==> src/rtl/adcro_consts.svh <==
// Timing, counts and field positions for the converter's ready/data line control.
// Assumes counts are in master clocks of the block's own clock except where marked otherwise below.
`ifndef ADCRO_CONSTS_SVH
`define ADCRO_CONSTS_SVH

// Result word.
`define ADCRO_RESULT_BITS 24
`define ADCRO_RESULT_MSB 23

// Conversion cycle partition, as phase counts within one cycle.
`define ADCRO_CYCLE_LEN 384
`define ADCRO_READY_LEN 36
`define ADCRO_SERIAL_LEN 348
`define ADCRO_TRANSFER_LEN 6
`define ADCRO_PULSE_LOW_LEN 6
`define ADCRO_PRE_DATA_HIGH_LEN 6
`define ADCRO_FINAL_HIGH_LEN 24
`define ADCRO_LOW_START (`ADCRO_TRANSFER_LEN)
`define ADCRO_HIGH_START (`ADCRO_LOW_START + `ADCRO_PULSE_LOW_LEN)
`define ADCRO_SERIAL_START (`ADCRO_HIGH_START + `ADCRO_PRE_DATA_HIGH_LEN)
`define ADCRO_FINAL_START (`ADCRO_CYCLE_LEN - `ADCRO_FINAL_HIGH_LEN)

// Hold-high detection, in conversion cycles, and the sync pulse in master clocks.
`define ADCRO_SYNC_CYCLES 4
`define ADCRO_PD_CYCLES 20
`define ADCRO_SYNC_PULSE_LEN 3

// Holdoff times in half master clocks, as printed; counts round up to whole clocks.
`define ADCRO_SYNC_HOLD_X2 4085
`define ADCRO_PD_HOLD_X2 4637
`define ADCRO_MUX_HOLD_X2 4087
`define ADCRO_SYNC_HOLD ((`ADCRO_SYNC_HOLD_X2 + 1) / 2)
`define ADCRO_PD_HOLD ((`ADCRO_PD_HOLD_X2 + 1) / 2)
`define ADCRO_MUX_HOLD ((`ADCRO_MUX_HOLD_X2 + 1) / 2)

// Result buffer depth.
`define ADCRO_FIFO_DEPTH 8

`endif

==> src/rtl/adcro_pkg.sv <==
// Types shared by the ready/data line control.
// Assumes the constants header is compiled alongside it.
package adcro_pkg;

   typedef enum logic [2:0] {
      ST_RUN        = 3'b000,
      ST_SYNC_PULSE = 3'b001,
      ST_SYNC_HOLD  = 3'b010,
      ST_POWER_DOWN = 3'b011,
      ST_HOLDOFF    = 3'b100
   } adcro_state_t;

endpackage : adcro_pkg

==> src/rtl/adcro_sync.sv <==
// Two-flop synchroniser for pins that come from outside the clock domain.
// Assumes nothing reads the first stage but the second.
`timescale 1ns/1ps
module adcro_sync #(
   parameter int WIDTH = 1
) (
   // Clock and reset.
   input wire logic sys_clk,
   input wire logic srst,
   // Pins and synchronised levels.
   input wire logic [WIDTH-1:0] pinIn,
   output logic [WIDTH-1:0] levelOut
);

   logic [WIDTH-1:0] stage1Q;

   always_ff @(posedge sys_clk) begin
      if (srst) begin
         stage1Q <= '0;
         levelOut <= '0;
      end else begin
         stage1Q <= pinIn;
         levelOut <= stage1Q;
      end
   end

endmodule : adcro_sync

==> src/rtl/adcro_fifo.sv <==
// Result buffer between the conversion source and the output holding register.
// Assumes writer and reader share the clock; both sides use valid and ready.
`timescale 1ns/1ps
module adcro_fifo #(
   parameter int WIDTH = 24,
   parameter int DEPTH = 8
) (
   // Clock and reset.
   input wire logic sys_clk,
   input wire logic srst,
   // Filling side.
   input wire logic [WIDTH-1:0] inData,
   input wire logic inValid,
   output logic inReady,
   // Draining side.
   output logic [WIDTH-1:0] outData,
   output logic outValid,
   input wire logic outReady
);

   localparam int AW = (DEPTH > 1) ? $clog2(DEPTH) : 1;

   logic [WIDTH-1:0] memQ [DEPTH];
   logic [AW-1:0] wrPtrQ;
   logic [AW-1:0] rdPtrQ;
   logic [AW:0] countQ;
   logic push;
   logic pop;
   logic [AW:0] countD;

   assign push = inValid && inReady;
   assign pop = outValid && outReady;
   assign outData = memQ[rdPtrQ];
   assign outValid = (countQ != '0);

   always_comb begin
      countD = countQ;
      if (push && !pop) begin
         countD = countQ + 1'b1;
      end else if (pop && !push) begin
         countD = countQ - 1'b1;
      end
   end

   always_ff @(posedge sys_clk) begin
      if (push) begin
         memQ[wrPtrQ] <= inData;
      end
   end

   // Ready is registered from the next fill level so the source sees a clean level.
   always_ff @(posedge sys_clk) begin
      if (srst) begin
         wrPtrQ <= '0;
         rdPtrQ <= '0;
         countQ <= '0;
         inReady <= 1'b0;
      end else begin
         if (push) begin
            wrPtrQ <= (wrPtrQ == AW'(DEPTH - 1)) ? '0 : wrPtrQ + 1'b1;
         end
         if (pop) begin
            rdPtrQ <= (rdPtrQ == AW'(DEPTH - 1)) ? '0 : rdPtrQ + 1'b1;
         end
         countQ <= countD;
         inReady <= (countD != (AW + 1)'(DEPTH));
      end
   end

endmodule : adcro_fifo

==> src/rtl/adcro_shift_out.sv <==
// Ready indication and serial shift-out control of a delta-sigma converter's output pin.
// Assumes sys_clk is the converter's master clock and the shift clock and channel selects are raw pins.
`timescale 1ns/1ps
`include "adcro_consts.svh"
module adcro_shift_out #(
   parameter int WIDTH = `ADCRO_RESULT_BITS,
   parameter int DEPTH = `ADCRO_FIFO_DEPTH
) (
   // Clock and reset.
   input wire logic sys_clk,
   input wire logic srst,
   // Pins from the reading party.
   input wire logic shiftClkPin,
   input wire logic channelSelectLow,
   input wire logic channelSelectHigh,
   // Results from the decimation filter.
   input wire logic [WIDTH-1:0] resultData,
   input wire logic resultValid,
   output logic resultReady,
   // Pin and status towards the converter core.
   output logic readyDataLineQ,
   output logic readyIndicationModeQ,
   output logic modulatorResetQ,
   output logic powerDownQ
);

   localparam int PHASE_W = 9;
   localparam int PTR_W = 5;
   localparam int HOLD_W = 12;
   localparam int HIGH_W = 5;

   adcro_pkg::adcro_state_t stateQ;
   adcro_pkg::adcro_state_t stateD;
   logic [PHASE_W-1:0] phaseQ;
   logic [PTR_W-1:0] ptrQ;
   logic [HOLD_W-1:0] holdCntQ;
   logic [HIGH_W-1:0] highCntQ;
   logic [1:0] pulseCntQ;
   logic [WIDTH-1:0] outputHoldingRegQ;
   logic haveDataQ;
   logic [2:0] pinsS;
   logic shiftClkS;
   logic [1:0] chanSelS;
   logic shiftClkPrevQ;
   logic [1:0] chanSelPrevQ;
   logic shiftFall;
   logic chanChange;
   logic boundary;
   logic serialWin;
   logic [WIDTH-1:0] fifoData;
   logic fifoValid;
   logic fifoPop;
   logic lineD;

   // Picks the bit that the pointer selects; the last bit holds for one more shift, then the line goes low.
   function automatic logic serialBit(input logic [WIDTH-1:0] word, input logic [PTR_W-1:0] ptr);
      if (ptr < PTR_W'(WIDTH)) begin
         serialBit = word[PTR_W'(WIDTH - 1) - ptr];
      end else if (ptr == PTR_W'(WIDTH)) begin
         serialBit = word[0];
      end else begin
         serialBit = 1'b0;
      end
   endfunction : serialBit

   adcro_sync #(
      .WIDTH(3)
   ) u_sync (
      .sys_clk(sys_clk),
      .srst(srst),
      .pinIn({shiftClkPin, channelSelectHigh, channelSelectLow}),
      .levelOut(pinsS)
   );

   // Results queue here, one taken per conversion cycle; the filter stalls only while all DEPTH entries are full.
   adcro_fifo #(
      .WIDTH(WIDTH),
      .DEPTH(DEPTH)
   ) u_fifo (
      .sys_clk(sys_clk),
      .srst(srst),
      .inData(resultData),
      .inValid(resultValid),
      .inReady(resultReady),
      .outData(fifoData),
      .outValid(fifoValid),
      .outReady(fifoPop)
   );

   assign shiftClkS = pinsS[2];
   assign chanSelS = pinsS[1:0];
   assign shiftFall = shiftClkPrevQ && !shiftClkS;
   assign chanChange = (chanSelS != chanSelPrevQ);
   assign boundary = (phaseQ == PHASE_W'(`ADCRO_CYCLE_LEN - 1)) && (stateQ != adcro_pkg::ST_HOLDOFF);
   assign serialWin = (phaseQ >= PHASE_W'(`ADCRO_SERIAL_START)) && (phaseQ < PHASE_W'(`ADCRO_FINAL_START));
   assign fifoPop = (stateQ == adcro_pkg::ST_RUN) && (phaseQ == '0);

   always_ff @(posedge sys_clk) begin
      if (srst) begin
         shiftClkPrevQ <= 1'b0;
         chanSelPrevQ <= 2'h0;
      end else begin
         shiftClkPrevQ <= shiftClkS;
         chanSelPrevQ <= chanSelS;
      end
   end

   // The phase runs in every state but holdoff, so hold-high detection keeps cycle time.
   always_ff @(posedge sys_clk) begin
      if (srst) begin
         phaseQ <= '0;
      end else if (stateQ == adcro_pkg::ST_HOLDOFF || stateD == adcro_pkg::ST_HOLDOFF) begin
         phaseQ <= '0;
      end else if (boundary) begin
         phaseQ <= '0;
      end else begin
         phaseQ <= phaseQ + 1'b1;
      end
   end

   always_ff @(posedge sys_clk) begin
      if (srst) begin
         highCntQ <= '0;
      end else if (!shiftClkS) begin
         highCntQ <= '0;
      end else if (boundary && highCntQ != HIGH_W'(`ADCRO_PD_CYCLES)) begin
         highCntQ <= highCntQ + 1'b1;
      end
   end

   always_comb begin
      stateD = stateQ;
      unique case (stateQ)
         adcro_pkg::ST_RUN: begin
            if (boundary && shiftClkS && highCntQ == HIGH_W'(`ADCRO_SYNC_CYCLES)) begin
               stateD = adcro_pkg::ST_SYNC_PULSE;
            end else if (chanChange) begin
               stateD = adcro_pkg::ST_HOLDOFF;
            end
         end
         adcro_pkg::ST_SYNC_PULSE: begin
            if (pulseCntQ == 2'(`ADCRO_SYNC_PULSE_LEN - 1)) begin
               stateD = adcro_pkg::ST_SYNC_HOLD;
            end
         end
         adcro_pkg::ST_SYNC_HOLD: begin
            if (shiftFall) begin
               stateD = adcro_pkg::ST_HOLDOFF;
            end else if (boundary && shiftClkS && highCntQ == HIGH_W'(`ADCRO_PD_CYCLES)) begin
               stateD = adcro_pkg::ST_POWER_DOWN;
            end
         end
         adcro_pkg::ST_POWER_DOWN: begin
            if (shiftFall) begin
               stateD = adcro_pkg::ST_HOLDOFF;
            end
         end
         adcro_pkg::ST_HOLDOFF: begin
            if (holdCntQ <= HOLD_W'(1)) begin
               stateD = adcro_pkg::ST_RUN;
            end
         end
         default: begin
            stateD = adcro_pkg::ST_RUN;
         end
      endcase
   end

   // Power-up starts in holdoff so no ready pulse appears before the filter has settled.
   always_ff @(posedge sys_clk) begin
      if (srst) begin
         stateQ <= adcro_pkg::ST_HOLDOFF;
      end else begin
         stateQ <= stateD;
      end
   end

   // Holdoff ends at transfer start, so the transfer time is taken off the load.
   always_ff @(posedge sys_clk) begin
      if (srst) begin
         holdCntQ <= HOLD_W'(`ADCRO_MUX_HOLD - `ADCRO_TRANSFER_LEN);
      end else if (stateQ != adcro_pkg::ST_HOLDOFF && stateD == adcro_pkg::ST_HOLDOFF) begin
         if (stateQ == adcro_pkg::ST_SYNC_HOLD) begin
            holdCntQ <= HOLD_W'(`ADCRO_SYNC_HOLD - `ADCRO_TRANSFER_LEN);
         end else if (stateQ == adcro_pkg::ST_POWER_DOWN) begin
            holdCntQ <= HOLD_W'(`ADCRO_PD_HOLD - `ADCRO_TRANSFER_LEN);
         end else begin
            holdCntQ <= HOLD_W'(`ADCRO_MUX_HOLD - `ADCRO_TRANSFER_LEN);
         end
      end else if (stateQ == adcro_pkg::ST_HOLDOFF && holdCntQ != '0) begin
         holdCntQ <= holdCntQ - 1'b1;
      end
   end

   always_ff @(posedge sys_clk) begin
      if (srst) begin
         pulseCntQ <= 2'h0;
      end else if (stateQ == adcro_pkg::ST_SYNC_PULSE) begin
         pulseCntQ <= pulseCntQ + 1'b1;
      end else begin
         pulseCntQ <= 2'h0;
      end
   end

   // A cycle with no fresh result gives no ready pulse, so stale data is never offered.
   always_ff @(posedge sys_clk) begin
      if (srst) begin
         outputHoldingRegQ <= '0;
         haveDataQ <= 1'b0;
      end else if (stateQ != adcro_pkg::ST_RUN) begin
         haveDataQ <= 1'b0;
      end else if (fifoPop) begin
         outputHoldingRegQ <= fifoData;
         haveDataQ <= fifoValid;
      end
   end

   always_ff @(posedge sys_clk) begin
      if (srst) begin
         ptrQ <= '0;
      end else if (phaseQ == '0 || phaseQ == PHASE_W'(`ADCRO_FINAL_START)) begin
         ptrQ <= '0;
      end else if (shiftFall && serialWin && stateQ == adcro_pkg::ST_RUN && ptrQ != '1) begin
         ptrQ <= ptrQ + 1'b1;
      end
   end

   always_comb begin
      lineD = 1'b1;
      if (stateQ == adcro_pkg::ST_SYNC_PULSE) begin
         lineD = 1'b0;
      end else if (stateQ == adcro_pkg::ST_RUN && haveDataQ) begin
         if (phaseQ >= PHASE_W'(`ADCRO_LOW_START) && phaseQ < PHASE_W'(`ADCRO_HIGH_START)) begin
            lineD = 1'b0;
         end else if (serialWin) begin
            lineD = serialBit(outputHoldingRegQ, ptrQ);
         end
      end
   end

   always_ff @(posedge sys_clk) begin
      if (srst) begin
         readyDataLineQ <= 1'b1;
         readyIndicationModeQ <= 1'b0;
         modulatorResetQ <= 1'b0;
         powerDownQ <= 1'b0;
      end else begin
         readyDataLineQ <= lineD;
         readyIndicationModeQ <= (stateQ == adcro_pkg::ST_RUN) && !serialWin
            && (phaseQ >= PHASE_W'(`ADCRO_LOW_START) || phaseQ >= PHASE_W'(`ADCRO_FINAL_START));
         modulatorResetQ <= (stateQ == adcro_pkg::ST_SYNC_PULSE) || (stateQ == adcro_pkg::ST_SYNC_HOLD)
            || (stateQ == adcro_pkg::ST_POWER_DOWN);
         powerDownQ <= (stateQ == adcro_pkg::ST_POWER_DOWN);
      end
   end
endmodule : adcro_shift_out

==> config.mk <==
export PLATFORM = sky130hd
export DESIGN_NAME = adcro_shift_out
export DESIGN_NICKNAME = d
export VERILOG_FILES = /design/src/rtl/adcro_pkg.sv /design/src/rtl/adcro_sync.sv /design/src/rtl/adcro_fifo.sv /design/src/rtl/adcro_shift_out.sv
export VERILOG_INCLUDE_DIRS = /design/src /design/src/rtl
export SDC_FILE = /design/constraint.sdc
export NUM_CORES = 1
export LEC_CHECK = 0
export ABC_AREA = 1
export BUFFER_PORTS_ARGS = -buffer_cell sky130_fd_sc_hd__buf_2
export CELL_PAD_IN_SITES_DETAIL_PLACEMENT = 0
export CELL_PAD_IN_SITES_GLOBAL_PLACEMENT = 1
export CORE_MARGIN = 2
export CORE_UTILIZATION = 40
export DETAILED_ROUTE_END_ITERATION = 16
export PLACE_DENSITY_LB_ADDON = 0.1
export SLEW_MARGIN = 5
export SYNTH_ARGS = -nofsm -noshare
export SYNTH_HDL_FRONTEND = slang
export SYNTH_SLANG_ARGS = --single-unit
==> constraint.sdc <==
create_clock -name sys_clk -period 2.92 [get_ports sys_clk]
set_clock_uncertainty 0.15 [all_clocks]
set_input_delay 0 -clock sys_clk [delete_from_list [all_inputs] [get_ports sys_clk]]
set_output_delay 0 -clock sys_clk [all_outputs]
set_load 0.05 [all_outputs]
==> results by group, run 1 <==
Clock tree
  • CTS H-tree depth: 1
  • Root buf cell: clkbuf_16
  • Clk pin slew, worst setup/hold paths: 60 ps
  • Post-CTS Repair Setup Buffers: 0
  • Clock Path Buffers: 3
  • Cts bufs inserted: 30
  • Post-cts resize count: 0
  • Worst-skew pair later-pin latency: 560 ps
  • CTS tree: yes
  • Clk sink count: 277

Synth
  • Seq/Total Area, Yosys: 64.8%
  • Cell area after synthesis: 11,500 um^2
  • Post-Synthesis Cells: 1,107
  • Top_reg_cell synth: edfxtp_1
  • Ys async rst share: 0%
  • Avg Synthesized Cell Area: 10.4 um^2
  • Net count after synthesis: 1,157
  • Yosys reg bits: 277
  • Yosys warns: 0
  • Number of synthesized flops with an enable pin: 192
  • Unique masters post-synth: 41

Worst setup path
  • Critical Path Source: ptrQ[1]
  • CP Launch Type: register
  • Worst R2R Start: ptrQ[1]
  • Slowest stage delay, CP: 430 ps
  • Slowest cell on crit path: dfxtp_1
  • CP required: 3160 ps
  • Top delay family on crit path: simple AND/OR/NAND/NOR gates
  • WS Path Type: reg -> reg
  • Buffers & Inverters on Critical Path: 1
  • Arrival time at the worst endpoint: 2460 ps
  • CP Cell Sequence: ha_1 > inv_1 > nor2_1 > ha_1 > nor3_1 > nand2_1 > o21ai_0 > a21oi_1
  • Critical path depth: 8
  • R2R cell count: 8
  • CP Capture Type: register
  • Worst-path fanout max: 10
  • Most frequent cell on the critical path: ha_1

Pwr
  • Comb power frac: 4.1%
  • Clock Power Share: 43.8%
  • Switching pwr: 1.75 mW
  • Overall Power: 8.28 mW
  • Static Leakage: 4.87 nW
  • Pwr/cell area: 615 nW/um^2
  • Sw Ratio: 21.1%
  • Max IR drop VDD: 0.000386 V
  • Seq pwr share: 52.1%
  • Int Power: 6.53 mW

Floorplan
  • Die Y: 174 um
  • Rows: 62
  • # IOs: 35
  • Chip width: 174 um
  • Core area: 28,500 um^2
  • Initial core utilization: 40.3%
  • Die Footprint: 30,200 um^2

Drt
  • Starting DRC count in detailed routing: 398
  • DRT Wirelength: 27,100 um
  • Routed Antenna Nets: 0
  • Vias: 8,036
  • Post-DR wirelength/cell: 17.1 um
  • Drt pass-1 iters: 7
  • Vias per cell: 5.08
  • Drt drc: 0

STA
  • Max Fclk: 450 MHz
  • Crit path time final: 2220 ps
  • Final setup viols: 0
  • Worst-Margin Slew: 1280 ps
  • Slew Viols, Final: 0
  • Worst rel slew slack: 13.7%
  • Tcrit/Tclk final: 76.0%
  • RSZ-0062 raised after global routing: no
  • Setup_tns: 0 ps
  • Hold Fails Final Rpt: 0

Placement
  • DP HPWL: 15,300 um
  • PortBufs: 34
  • Routability cong.: 0.778

Min path
  • Min-delay worst type: in -> reg
  • Worst hold start: resultData[8]
  • Hold path depth: 2

Outcome
  • Outcome: completed

Global routing
  • Largest net degree at the start of global routing: 98
  • Overflow after GRT: 0
  • GR Layer Usage met1: 23.0%
  • Grt peak-use layer: met2
  • Met2 usage: 32.3%
  • First-pass GRT wire length: 42,200 um
  • Vias in the first global route: 7,627
  • Initial antenna violation count: 0
  • Total GRT Usage: 17.9%
  • Grt met3 use: 2.35%

Cells and area
  • Antenna diodes: 0
  • Commonest non-fill, non-tap cell in the layout: edfxtp_1
  • Fillers: 2,688
  • Most frequent cells in the layout: 192 x edfxtp_1, 146 x nand2_1, 146 x nor2_1
  • Synth-to-layout area growth: 16.9%
  • Layout cell share with drive strength beyond 1: 11.5%
  • Final nets: 1,225

Job
  • Max-cap violations: 0
==> repair_timing <==
action	4_1_cts	5_1_grt
hold buffers	32	0
endpoints found under the setup margin	0	0
hold endpoints to repair	215	0
==> metal layers <==
| metal | routed length, um | up-vias | share of wire [%] |
|---|---|---|---|
| met3 | 725 | 33 | 2.7 |
| met2 | 13700 | 115 | 51 |
| met5 | 0 | - | 0 |
| met1 | 12200 | 3884 | 45 |
| met4 | 449 | 0 | 1.7 |
| li1 | - | 4004 | - |
==> cells by family (layout without fill, tap and decap cells) <==
group                    Yosys count  in the layout  share of synthesized area [%]
adder cells (fa/ha/maj)           20             20                           2.17
buffers and inverters            145            236                           4.77
XOR/XNOR                          15             15                           1.14
AO/OA/AOI/OAI                    261            261                           12.5
AND/OR/NAND/NOR                  389            389                           14.6
flip-flops                       277            277                           64.8
==> through the flow <==
step | cells | cell area, um^2 | worst slack, ps | hold WS (ps) | utilization, %
finish | 1582 | 13500 | 700 | 95.9 | 47.2
CTS | 1582 | 13500 | 678 | 69.3 | 47.2
global placement | 1495 | 12200 | 613 | 51.1 | 42.7
detailed placement | 1495 | 12200 | 675 | 60.1 | 42.7
floorplan | 1107 | 11500 | 245 | -51.1 | -
global route | 1582 | 13500 | 433 | 101 | 47.2
==> power groups by stage <==
stage | registers (mW) | logic, mW | clock network, mW
floorplan | 4.39 | 0.174 | 0
global placement | 4.39 | 0.315 | 0
detailed placement | 4.39 | 0.315 | 0
CTS | 4.31 | 0.349 | 3.73
global route | 4.31 | 0.388 | 3.88
finish | 4.31 | 0.341 | 3.63
==> final timing paths <==
| path | endpoint | slack [ps] |
|---|---|---|
| max reg2reg | ptrQ[3] | 700 |
| min | u_fifo.memQ[1][8] | 100 |
| max | ptrQ[3] | 700 |
| min reg2reg | u_sync.levelOut[1] | 250 |
==> state kept, by name, summed over array words and instances, names as in the netlist, 3 cells and up <==
| signal | cells |
|---|---|
| stateQ | 3 |
| u_sync.levelOut | 3 |
| phaseQ | 9 |
| u_fifo.countQ | 4 |
| ptrQ | 5 |
| u_fifo.memQ | 192 |
| holdCntQ | 12 |
| u_sync.stage1Q | 3 |
| outputHoldingRegQ | 24 |
| u_fifo.wrPtrQ | 3 |
| u_fifo.rdPtrQ | 3 |
| highCntQ | 5 |
==> cell usage after synthesis (3+ instances only) <==
cell,count,area (um^2)
xor2_1,11,96.3
nor2_2,11,68.8
edfxtp_1,192,5770
xnor2_1,4,35.0
dfxtp_1,85,1700
nand3_1,38,190
clkbuf_1,47,176
ha_1,20,250
o22ai_1,50,313
a31oi_1,28,175
o21ai_0,137,686
o211ai_1,3,22.5
a211oi_1,3,22.5
o21ai_1,8,40.0
nor2_1,155,582
buf_2,4,20.0
nor3_1,15,75.1
nand2_1,146,548
a21oi_1,25,125
nand4_1,8,50.1
inv_2,7,26.3
inv_1,85,319
==> layout make-up <==
| cell class | instances | area [um^2] | share of cell area (%) |
|---|---|---|---|
| Inverter | 94 | 353 | 2.62 |
| Multi-Input combinational cell | 685 | 3530 | 26.2 |
| Timing Repair Buffer | 87 | 686 | 5.09 |
| Clock buffer | 33 | 762 | 5.66 |
| Tap cell | 384 | 480 | 3.57 |
| Clock inverter | 22 | 188 | 1.39 |
| Sequential cell | 277 | 7470 | 55.5 |
==> worst reg2reg max path, stage by stage, from the launching register on <==
cell	delay, ps
dfxtp_1	430
ha_1	260
inv_1	70
nor2_1	50
ha_1	180
nor3_1	370
nand2_1	270
o21ai_0	210
a21oi_1	80
Note: power is estimated with default switching activity, not from simulation.
==> inputs of run 2 (changes only) <==
--- a/config.mk
+++ b/config.mk
@@ -6,7 +6,7 @@
 export SDC_FILE = /design/constraint.sdc
 export NUM_CORES = 1
 export LEC_CHECK = 0
-export ABC_AREA = 1
+export ABC_AREA = 0
 export BUFFER_PORTS_ARGS = -buffer_cell sky130_fd_sc_hd__buf_2
 export CELL_PAD_IN_SITES_DETAIL_PLACEMENT = 0
 export CELL_PAD_IN_SITES_GLOBAL_PLACEMENT = 1
==> constraint.sdc (replaced) <==
create_clock -name sys_clk -period 1.88 [get_ports sys_clk]
set_clock_uncertainty 0.15 [all_clocks]
set_input_delay 0 -clock sys_clk [delete_from_list [all_inputs] [get_ports sys_clk]]
set_output_delay 0 -clock sys_clk [all_outputs]
set_load 0.05 [all_outputs]
==> results by group, run 2 <==
Pwr
  • Pwr/cell area: 866 nW/um^2 (+41%)
  • Overall Power: 13.1 mW (+59%)
  • Max IR drop VDD: 0.000755 V (+96%)
  • Static Leakage: 5.16 nW (+5.8%)

Cells and area
  • Register name with the most flops: u_fifo.memQ
  • Most frequent cells in the layout: 192 x edfxtp_1, 99 x buf_4, 62 x dfxtp_1
  • Commonest non-fill, non-tap cell in the layout: edfxtp_1
  • Post-layout util: 54.7% (+7.5 points)
  • Layout cell share with drive strength beyond 1: 42.8% (+31 points)
  • Post-Layout Cell Count: 1,338 (-15%)
  • Fillers: 2,273 (-15%)
  • Antenna diodes: 0 (unchanged)
  • Synth-to-layout area growth: 34.5%
  • Final nets: 986 (-20%)
  • Max FFs per register: 192 (unchanged)
  • Top Registers: u_fifo.memQ x192, outputHoldingRegQ x24, holdCntQ x12

Drt
  • DRT Wirelength: 25,700 um (-5.1%)
  • Starting DRC count in detailed routing: 281 (-29%)
  • Met2 wire length: 13,100 um (-4.0%)
  • Drt pass-1 iters: 4 (-3)
  • Met1 wire length: 11,300 um (-7.1%)
  • Vias per cell: 5.13 (+0.95%)
  • Vias: 6,861 (-15%)
  • DR WL met3: 809 um (+12%)
  • Top routing layer used: met4
  • Routed Antenna Nets: 0 (unchanged)
  • Drt drc: 0 (unchanged)
  • Post-DR wirelength/cell: 19.2 um (+12%)

Outcome
  • Failing checks: setup timing
  • Outcome: finished with violations

Synth
  • Net count after synthesis: 788 (-32%)
  • Largest family of logic cells by synthesized area: multiplexers
  • Cell area after synthesis: 11,300 um^2 (-2.0%)
  • Mux cell area share after synthesis: 13.3% (+13 points)
  • Post-Synth XOR/XNOR Area: 1.78% (+0.64 points)
  • Unique masters post-synth: 62 (+51%)
  • Synth Area in Simple Gates: 9.16% (-5.4 points)
  • Yosys reg bits: 277 (unchanged)
  • Compound-Gate Fraction of Synth Area: 5.08% (-7.4 points)
  • Post-synth top area cell: edfxtp_1
  • Count leader, synth: edfxtp_1
  • Post-Synth Adder-Cell Area: 2.22% (+0.045 points)
  • Ys async rst share: 0% (unchanged)
  • Top_reg_cell synth: edfxtp_1
  • Yosys warns: 0 (unchanged)
  • Post-synth top cells: 192 x edfxtp_1, 85 x dfxtp_1, 65 x nor2_1
  • Avg Synthesized Cell Area: 15.3 um^2 (+47%)
  • Seq/Total Area, Yosys: 66.2% (+1.3 points)
  • Post-Synthesis Cells: 738 (-33%)
  • Yosys top cell area share: 51.1% (+1.0 points)
  • Area contributors post-synth: edfxtp_1 51%, dfxtp_1 15%, mux4_2 11%, mux2i_1 2.6%, ha_1 2.2%
  • Number of synthesized flops with an enable pin: 192 (unchanged)

STA
  • Crit path time final: 2040 ps (-183 ps)
  • Hold Fails Final Rpt: 0 (unchanged)
  • Tcrit/Tclk final: 108% (+32 points)
  • Final setup viols: 47 (+47)
  • Worst-Margin Slew: 593 ps (-685 ps)
  • Worst rel slew slack: 59.9% (+46 points)
  • RSZ-0062 raised after global routing: yes
  • Max Fclk: 491 MHz (+9.0%)
  • Slew Viols, Final: 0 (unchanged)
  • Setup_tns: -2480 ps (-2480 ps)
  • Worst hold slack: 64.1 ps (-31.8 ps)
  • Final WS setup: -157 ps (-857 ps)

Clock tree
  • Clk pin slew, worst setup/hold paths: 60 ps (about the same)
  • CTS H-tree depth: 1 (unchanged)
  • Worst-skew pair later-pin latency: 560 ps (about the same)
  • Clock Path Buffers: 3 (unchanged)
  • Clk sink count: 277 (unchanged)
  • Cts bufs inserted: 30 (unchanged)
  • CTS tree: yes
  • Root buf cell: clkbuf_16

Global routing
  • Overflow after GRT: 0 (unchanged)
  • First-pass GRT wire length: 39,700 um (-5.9%)
  • Vias in the first global route: 6,994 (-8.3%)
  • Initial antenna violation count: 0 (unchanged)
  • Largest net degree at the start of global routing: 37 (-62%)
  • Total GRT Usage: 17.7% (-0.21 points)

Worst setup path
  • CP Cell Sequence: inv_1 > ha_2 > nor4b_4 > nand4_1 > buf_6 > xnor2_2 > nor3_2 > a21oi_1 > o31a_1
  • CP Launch Type: register
  • WS Path Type: reg -> reg
  • CP required: 2170 ps (-990 ps)
  • Arrival time at the worst endpoint: 2320 ps (-140 ps)
  • Buffers & Inverters on Critical Path: 2 (+1)
  • CP Capture Type: register
  • Slowest cell on crit path: dfxtp_2
  • Slowest stage delay, CP: 320 ps (-110 ps)
  • Worst-path fanout max: 7 (-3)
  • Top delay family on crit path: simple AND/OR/NAND/NOR gates

Min path
  • Min-delay worst type: in -> reg

Placement
  • PortBufs: 34 (unchanged)
  • Routability cong.: 0.845 (+8.7%)
  • DP HPWL: 16,100 um (+5.5%)
  • Post-Place Cells: 1,218 (-19%)

Job
  • Max-cap violations: 0 (unchanged)

Floorplan
  • Chip width: 172 um (-0.99%)
  • Initial core utilization: 40.6% (+0.28 points)
  • Core area: 27,800 um^2 (-2.7%)
  • # IOs: 35 (unchanged)
  • Die Y: 172 um (-0.99%)
  • Die Footprint: 29,600 um^2 (-2.0%)
  • Rows: 61 (-1.6%)
run 2: cell count changes after synthesis, moves of 35 or more:
cell,before,now
o21ai_0,137,14
inv_1,85,17
nor2_1,155,65
clkbuf_1,47,12
mux4_2,0,54
nand2_1,146,37
o22ai_1,50,1
run 2: worst reg2reg max path, delay by kind of cell, from the launching register on:
kind                       cells  cell delay [ps]
DFF                            1              320
AOI/OAI and AO/OA              2              330
and+or+nand+nor                3              520
adders and majority gates      1              190
buffers and inverters          2              260
xor gates and xnor gates       1              160
run 2: path summary, 6_finish.rpt:
| path | slack [ps] | cells after the start | startpoint | endpoint |
|---|---|---|---|---|
| worst max-delay path | -160 | 9 | phaseQ[1] | u_fifo.inReady |
| worst min-delay path | 60 | 3 | shiftClkPin | u_sync.stage1Q[2] |
| worst min register to register | 260 | 1 | pulseCntQ[0] | pulseCntQ[0] |
| worst max register to register | -160 | 9 | phaseQ[1] | u_fifo.inReady |
run 2: cells by family (layout without fill, tap and decap cells):
| group | count (synthesis) | count (layout) |
|---|---|---|
| xor+xnor | 23 | 23 |
| compound gates | 85 | 85 |
| simple gates | 194 | 194 |
| fa+ha+maj | 20 | 20 |
| buf+inv | 56 | 278 |
| flops | 277 | 277 |
| mux | 83 | 83 |
run 2: routing by layer:
metal / vias to the layer above / global-route usage, %
met1: 3483 / 23.3
li1: 3244 / -
met5: - / 0
met4: 0 / 3.40
met2: 103 / 31.2
met3: 31 / 2.56
run 2: power breakdown:
part	switching (mW)	internal, mW
registers	0.0354	6.58
logic	0.271	0.228
clock network	2.41	3.62
total	2.71	10.4
run 2: final cells by class:
class,count,area (um^2),share of cell area [%]
clock inverters,23,272,1.79
flip-flops and latches,277,7510,49.5
well taps,378,473,3.11
inverters,17,63.8,0.420
clock buffers,33,762,5.02
repair buffers,205,1950,12.8
multi-input cells,405,4150,27.3
run 2: what timing repair did:
action,4_1_cts,5_1_grt
hold endpoints to repair,226,0
setup buffers,17,15
gates resized for setup,58,85
hold buffers,30,0
gates cloned,5,1
pin swaps,44,36
endpoints found under the setup margin,57,65
run 2: stage by stage:
step | instance area, um^2 | setup WS, ps
floorplan | 11500 | -219
global placement | 12900 | -386
detailed placement | 12900 | -386
CTS | 14800 | -101
global route | 15200 | -281
finish | 15200 | -157
==> inputs of run 3 (changes only) <==
--- a/config.mk
+++ b/config.mk
@@ -8,6 +8,7 @@
 export LEC_CHECK = 0
 export ABC_AREA = 0
 export BUFFER_PORTS_ARGS = -buffer_cell sky130_fd_sc_hd__buf_2
+export CAP_MARGIN = 20
 export CELL_PAD_IN_SITES_DETAIL_PLACEMENT = 0
 export CELL_PAD_IN_SITES_GLOBAL_PLACEMENT = 1
 export CORE_MARGIN = 2
==> constraint.sdc (replaced) <==
create_clock -name sys_clk -period 1.6 [get_ports sys_clk]
set_clock_uncertainty 0.15 [all_clocks]
set_input_delay 0 -clock sys_clk [delete_from_list [all_inputs] [get_ports sys_clk]]
set_output_delay 0 -clock sys_clk [all_outputs]
set_load 0.05 [all_outputs]
==> results by group, run 3 (synthesized netlist as in run 2, its figures left out) <==
Drt
  • Post-DR wirelength/cell: 19.6 um (+2.0%)
  • Drt pass-1 iters: 4 (unchanged)
  • Drt drc: 0 (unchanged)
  • Vias: 7,010 (+2.2%)
  • DRT Wirelength: 27,100 um (+5.3%)
  • Starting DRC count in detailed routing: 329 (+17%)
  • Vias per cell: 5.07 (-1.1%)
  • Routed Antenna Nets: 0 (unchanged)

Cells and area
  • Antenna diodes: 0 (unchanged)
  • Layout cell share with drive strength beyond 1: 48.2% (+5.4 points)
  • Synth-to-layout area growth: 41.2%
  • Final nets: 1,031 (+4.6%)
  • Commonest non-fill, non-tap cell in the layout: edfxtp_1
  • Register name with the most flops: u_fifo.memQ
  • Top Registers: u_fifo.memQ x192, outputHoldingRegQ x24, holdCntQ x12
  • Design area: 15,900 um^2 (+5.0%)
  • Fillers: 2,229 (-1.9%)
  • Post-Layout Cell Count: 1,382 (+3.3%)
  • Max FFs per register: 192 (unchanged)
  • Most frequent cells in the layout: 192 x edfxtp_1, 107 x buf_4, 59 x dfxtp_1
  • Post-layout util: 57.4% (+2.7 points)

Outcome
  • Failing checks: setup timing
  • Outcome: finished with violations

Placement
  • DP HPWL: 16,000 um (-0.75%)
  • DP Area: 13,500 um^2 (+3.9%)
  • Post-Place Cells: 1,251 (+2.7%)
  • PortBufs: 34 (unchanged)
  • Pre-CTS WS: -496 ps (-110 ps)
  • Routability cong.: 0.805 (-4.8%)

Worst setup path
  • WS Path Type: reg -> reg
  • Arrival time at the worst endpoint: 2350 ps (+30 ps)
  • CP required: 1880 ps (-290 ps)
  • R2R Setup Slk: -470 ps (-310 ps)
  • R2R cell count: 9 (unchanged)
  • Worst-path fanout max: 5 (-2)
  • Worst R2R Start: u_fifo.countQ[0]
  • CP Launch Type: register
  • CP Capture Type: register
  • Worst R2R End: u_fifo.inReady

STA
  • Worst hold slack: 72.9 ps (+8.77 ps)
  • Crit path time final: 2070 ps (+32.2 ps)
  • Worst-Margin Slew: 438 ps (-155 ps)
  • RSZ-0062 raised after global routing: yes
  • Setup_tns: -21,130 ps (-18,650 ps)
  • Final setup viols: 68 (+45%)
  • Worst rel slew slack: 70.7% (+11 points)
  • Max Fclk: 483 MHz (-1.6%)
  • Final WS setup: -469 ps (-312 ps)
  • Slew Viols, Final: 0 (unchanged)
  • Hold Fails Final Rpt: 0 (unchanged)
  • Tcrit/Tclk final: 129% (+21 points)

Pwr
  • Overall Power: 15.1 mW (+15%)
  • Pwr/cell area: 945 nW/um^2 (+9.2%)
  • Max IR drop VDD: 0.000954 V (+26%)
  • Static Leakage: 5.52 nW (+7.0%)

Floorplan
  • Initial core utilization: 40.6% (unchanged)
  • Die Y: 172 um (unchanged)
  • Rows: 61 (unchanged)
  • Die Footprint: 29,600 um^2 (unchanged)
  • Core area: 27,800 um^2 (unchanged)
  • Chip width: 172 um (unchanged)
  • # IOs: 35 (unchanged)

Global routing
  • Vias in the first global route: 7,501 (+7.2%)
  • Overflow after GRT: 0 (unchanged)
  • Total GRT Usage: 18.4% (+0.76 points)
  • First-pass GRT wire length: 41,400 um (+4.1%)
  • Largest net degree at the start of global routing: 27 (-27%)
  • Initial antenna violation count: 0 (unchanged)

Clock tree
  • CTS H-tree depth: 1 (unchanged)
  • CTS tree: yes
  • Cts bufs inserted: 30 (unchanged)
  • Clk pin slew, worst setup/hold paths: 60 ps (about the same)
  • Clock Path Buffers: 3 (unchanged)
  • Clk sink count: 277 (unchanged)
  • Root buf cell: clkbuf_16
  • Worst-skew pair later-pin latency: 570 ps (about the same)

Min path
  • Worst hold start: resultData[9]
  • Hold path depth: 2 (-1)
  • Min-delay worst type: in -> reg
  • Worst hold path endpoint: u_fifo.memQ[2][9]

Job
  • Max-cap violations: 0 (unchanged)
run 3: changes by cell type in the layout (fill, tap and decap cells not counted), sizes merged, moves of 2 or more:
| cell | previous run | this run |
|---|---|---|
| clkinvlp | 3 | 1 |
| buf | 174 | 214 |
| bufinv | 5 | 2 |
| dlygate4sd3 | 30 | 32 |
| clkinv | 15 | 12 |
| clkbuf | 34 | 43 |
run 3: final cells by class:
| class | instances | area, um^2 | area share [%] |
|---|---|---|---|
| clock buffer | 40 | 808 | 5.07 |
| multi-input combinational | 406 | 4350 | 27.3 |
| sequential | 277 | 7520 | 47.2 |
| inverter | 17 | 66.3 | 0.416 |
| timing repair buffer | 249 | 2570 | 16.1 |
| tap | 378 | 473 | 2.97 |
| clock inverter | 15 | 149 | 0.934 |
run 3: worst max-delay path: stages (launching register included):
cell and delay, ps:
dfxtp_4 350, inv_4 60, ha_4 110, or3b_4 370, nand4_1 160, buf_6 150
nand2_4 60, o22ai_2 170, a21oi_1 80, o31a_1 280
run 3: repair_timing:
item / CTS / global route
endpoints found under the hold margin: 335 / 0
gates resized for setup: 107 / 48
hold buffers: 32 / 0
setup buffers: 25 / 13
pin swaps: 52 / 35
cloned: 9 / 3
setup endpoints to repair: 67 / 132
run 3: metal layers:
metal,part of all wire [%],up-vias,routed length (um),GRT usage [%]
met5,0,-,0,0
met1,42,3522,11300,22.1
li1,-,3338,-,-
met4,2.8,0,758,5.59
met3,2.8,48,757,2.75
met2,53,102,14300,34.1
run 3: report_power, final:
part | total (mW) | internal [mW] | switching, mW | leakage (nW)
clock network | 6.61 | 3.87 | 2.74 | 0.469
registers | 7.78 | 7.73 | 0.0456 | 2.43
logic | 0.680 | 0.332 | 0.348 | 2.62
total | 15.1 | 11.9 | 3.13 | 5.52
run 3: worst max path at each step:
stage | from | end | slack, ps | depth (start not counted)
floorplan | u_fifo.inReady | u_fifo.memQ[0][0] | -500 | 3
global placement | phaseQ[1] | u_fifo.inReady | -510 | 9
detailed placement | phaseQ[1] | u_fifo.inReady | -500 | 9
CTS | u_fifo.countQ[0] | u_fifo.inReady | -480 | 9
global route | u_fifo.countQ[0] | u_fifo.inReady | -570 | 9
finish | u_fifo.countQ[0] | u_fifo.inReady | -470 | 9
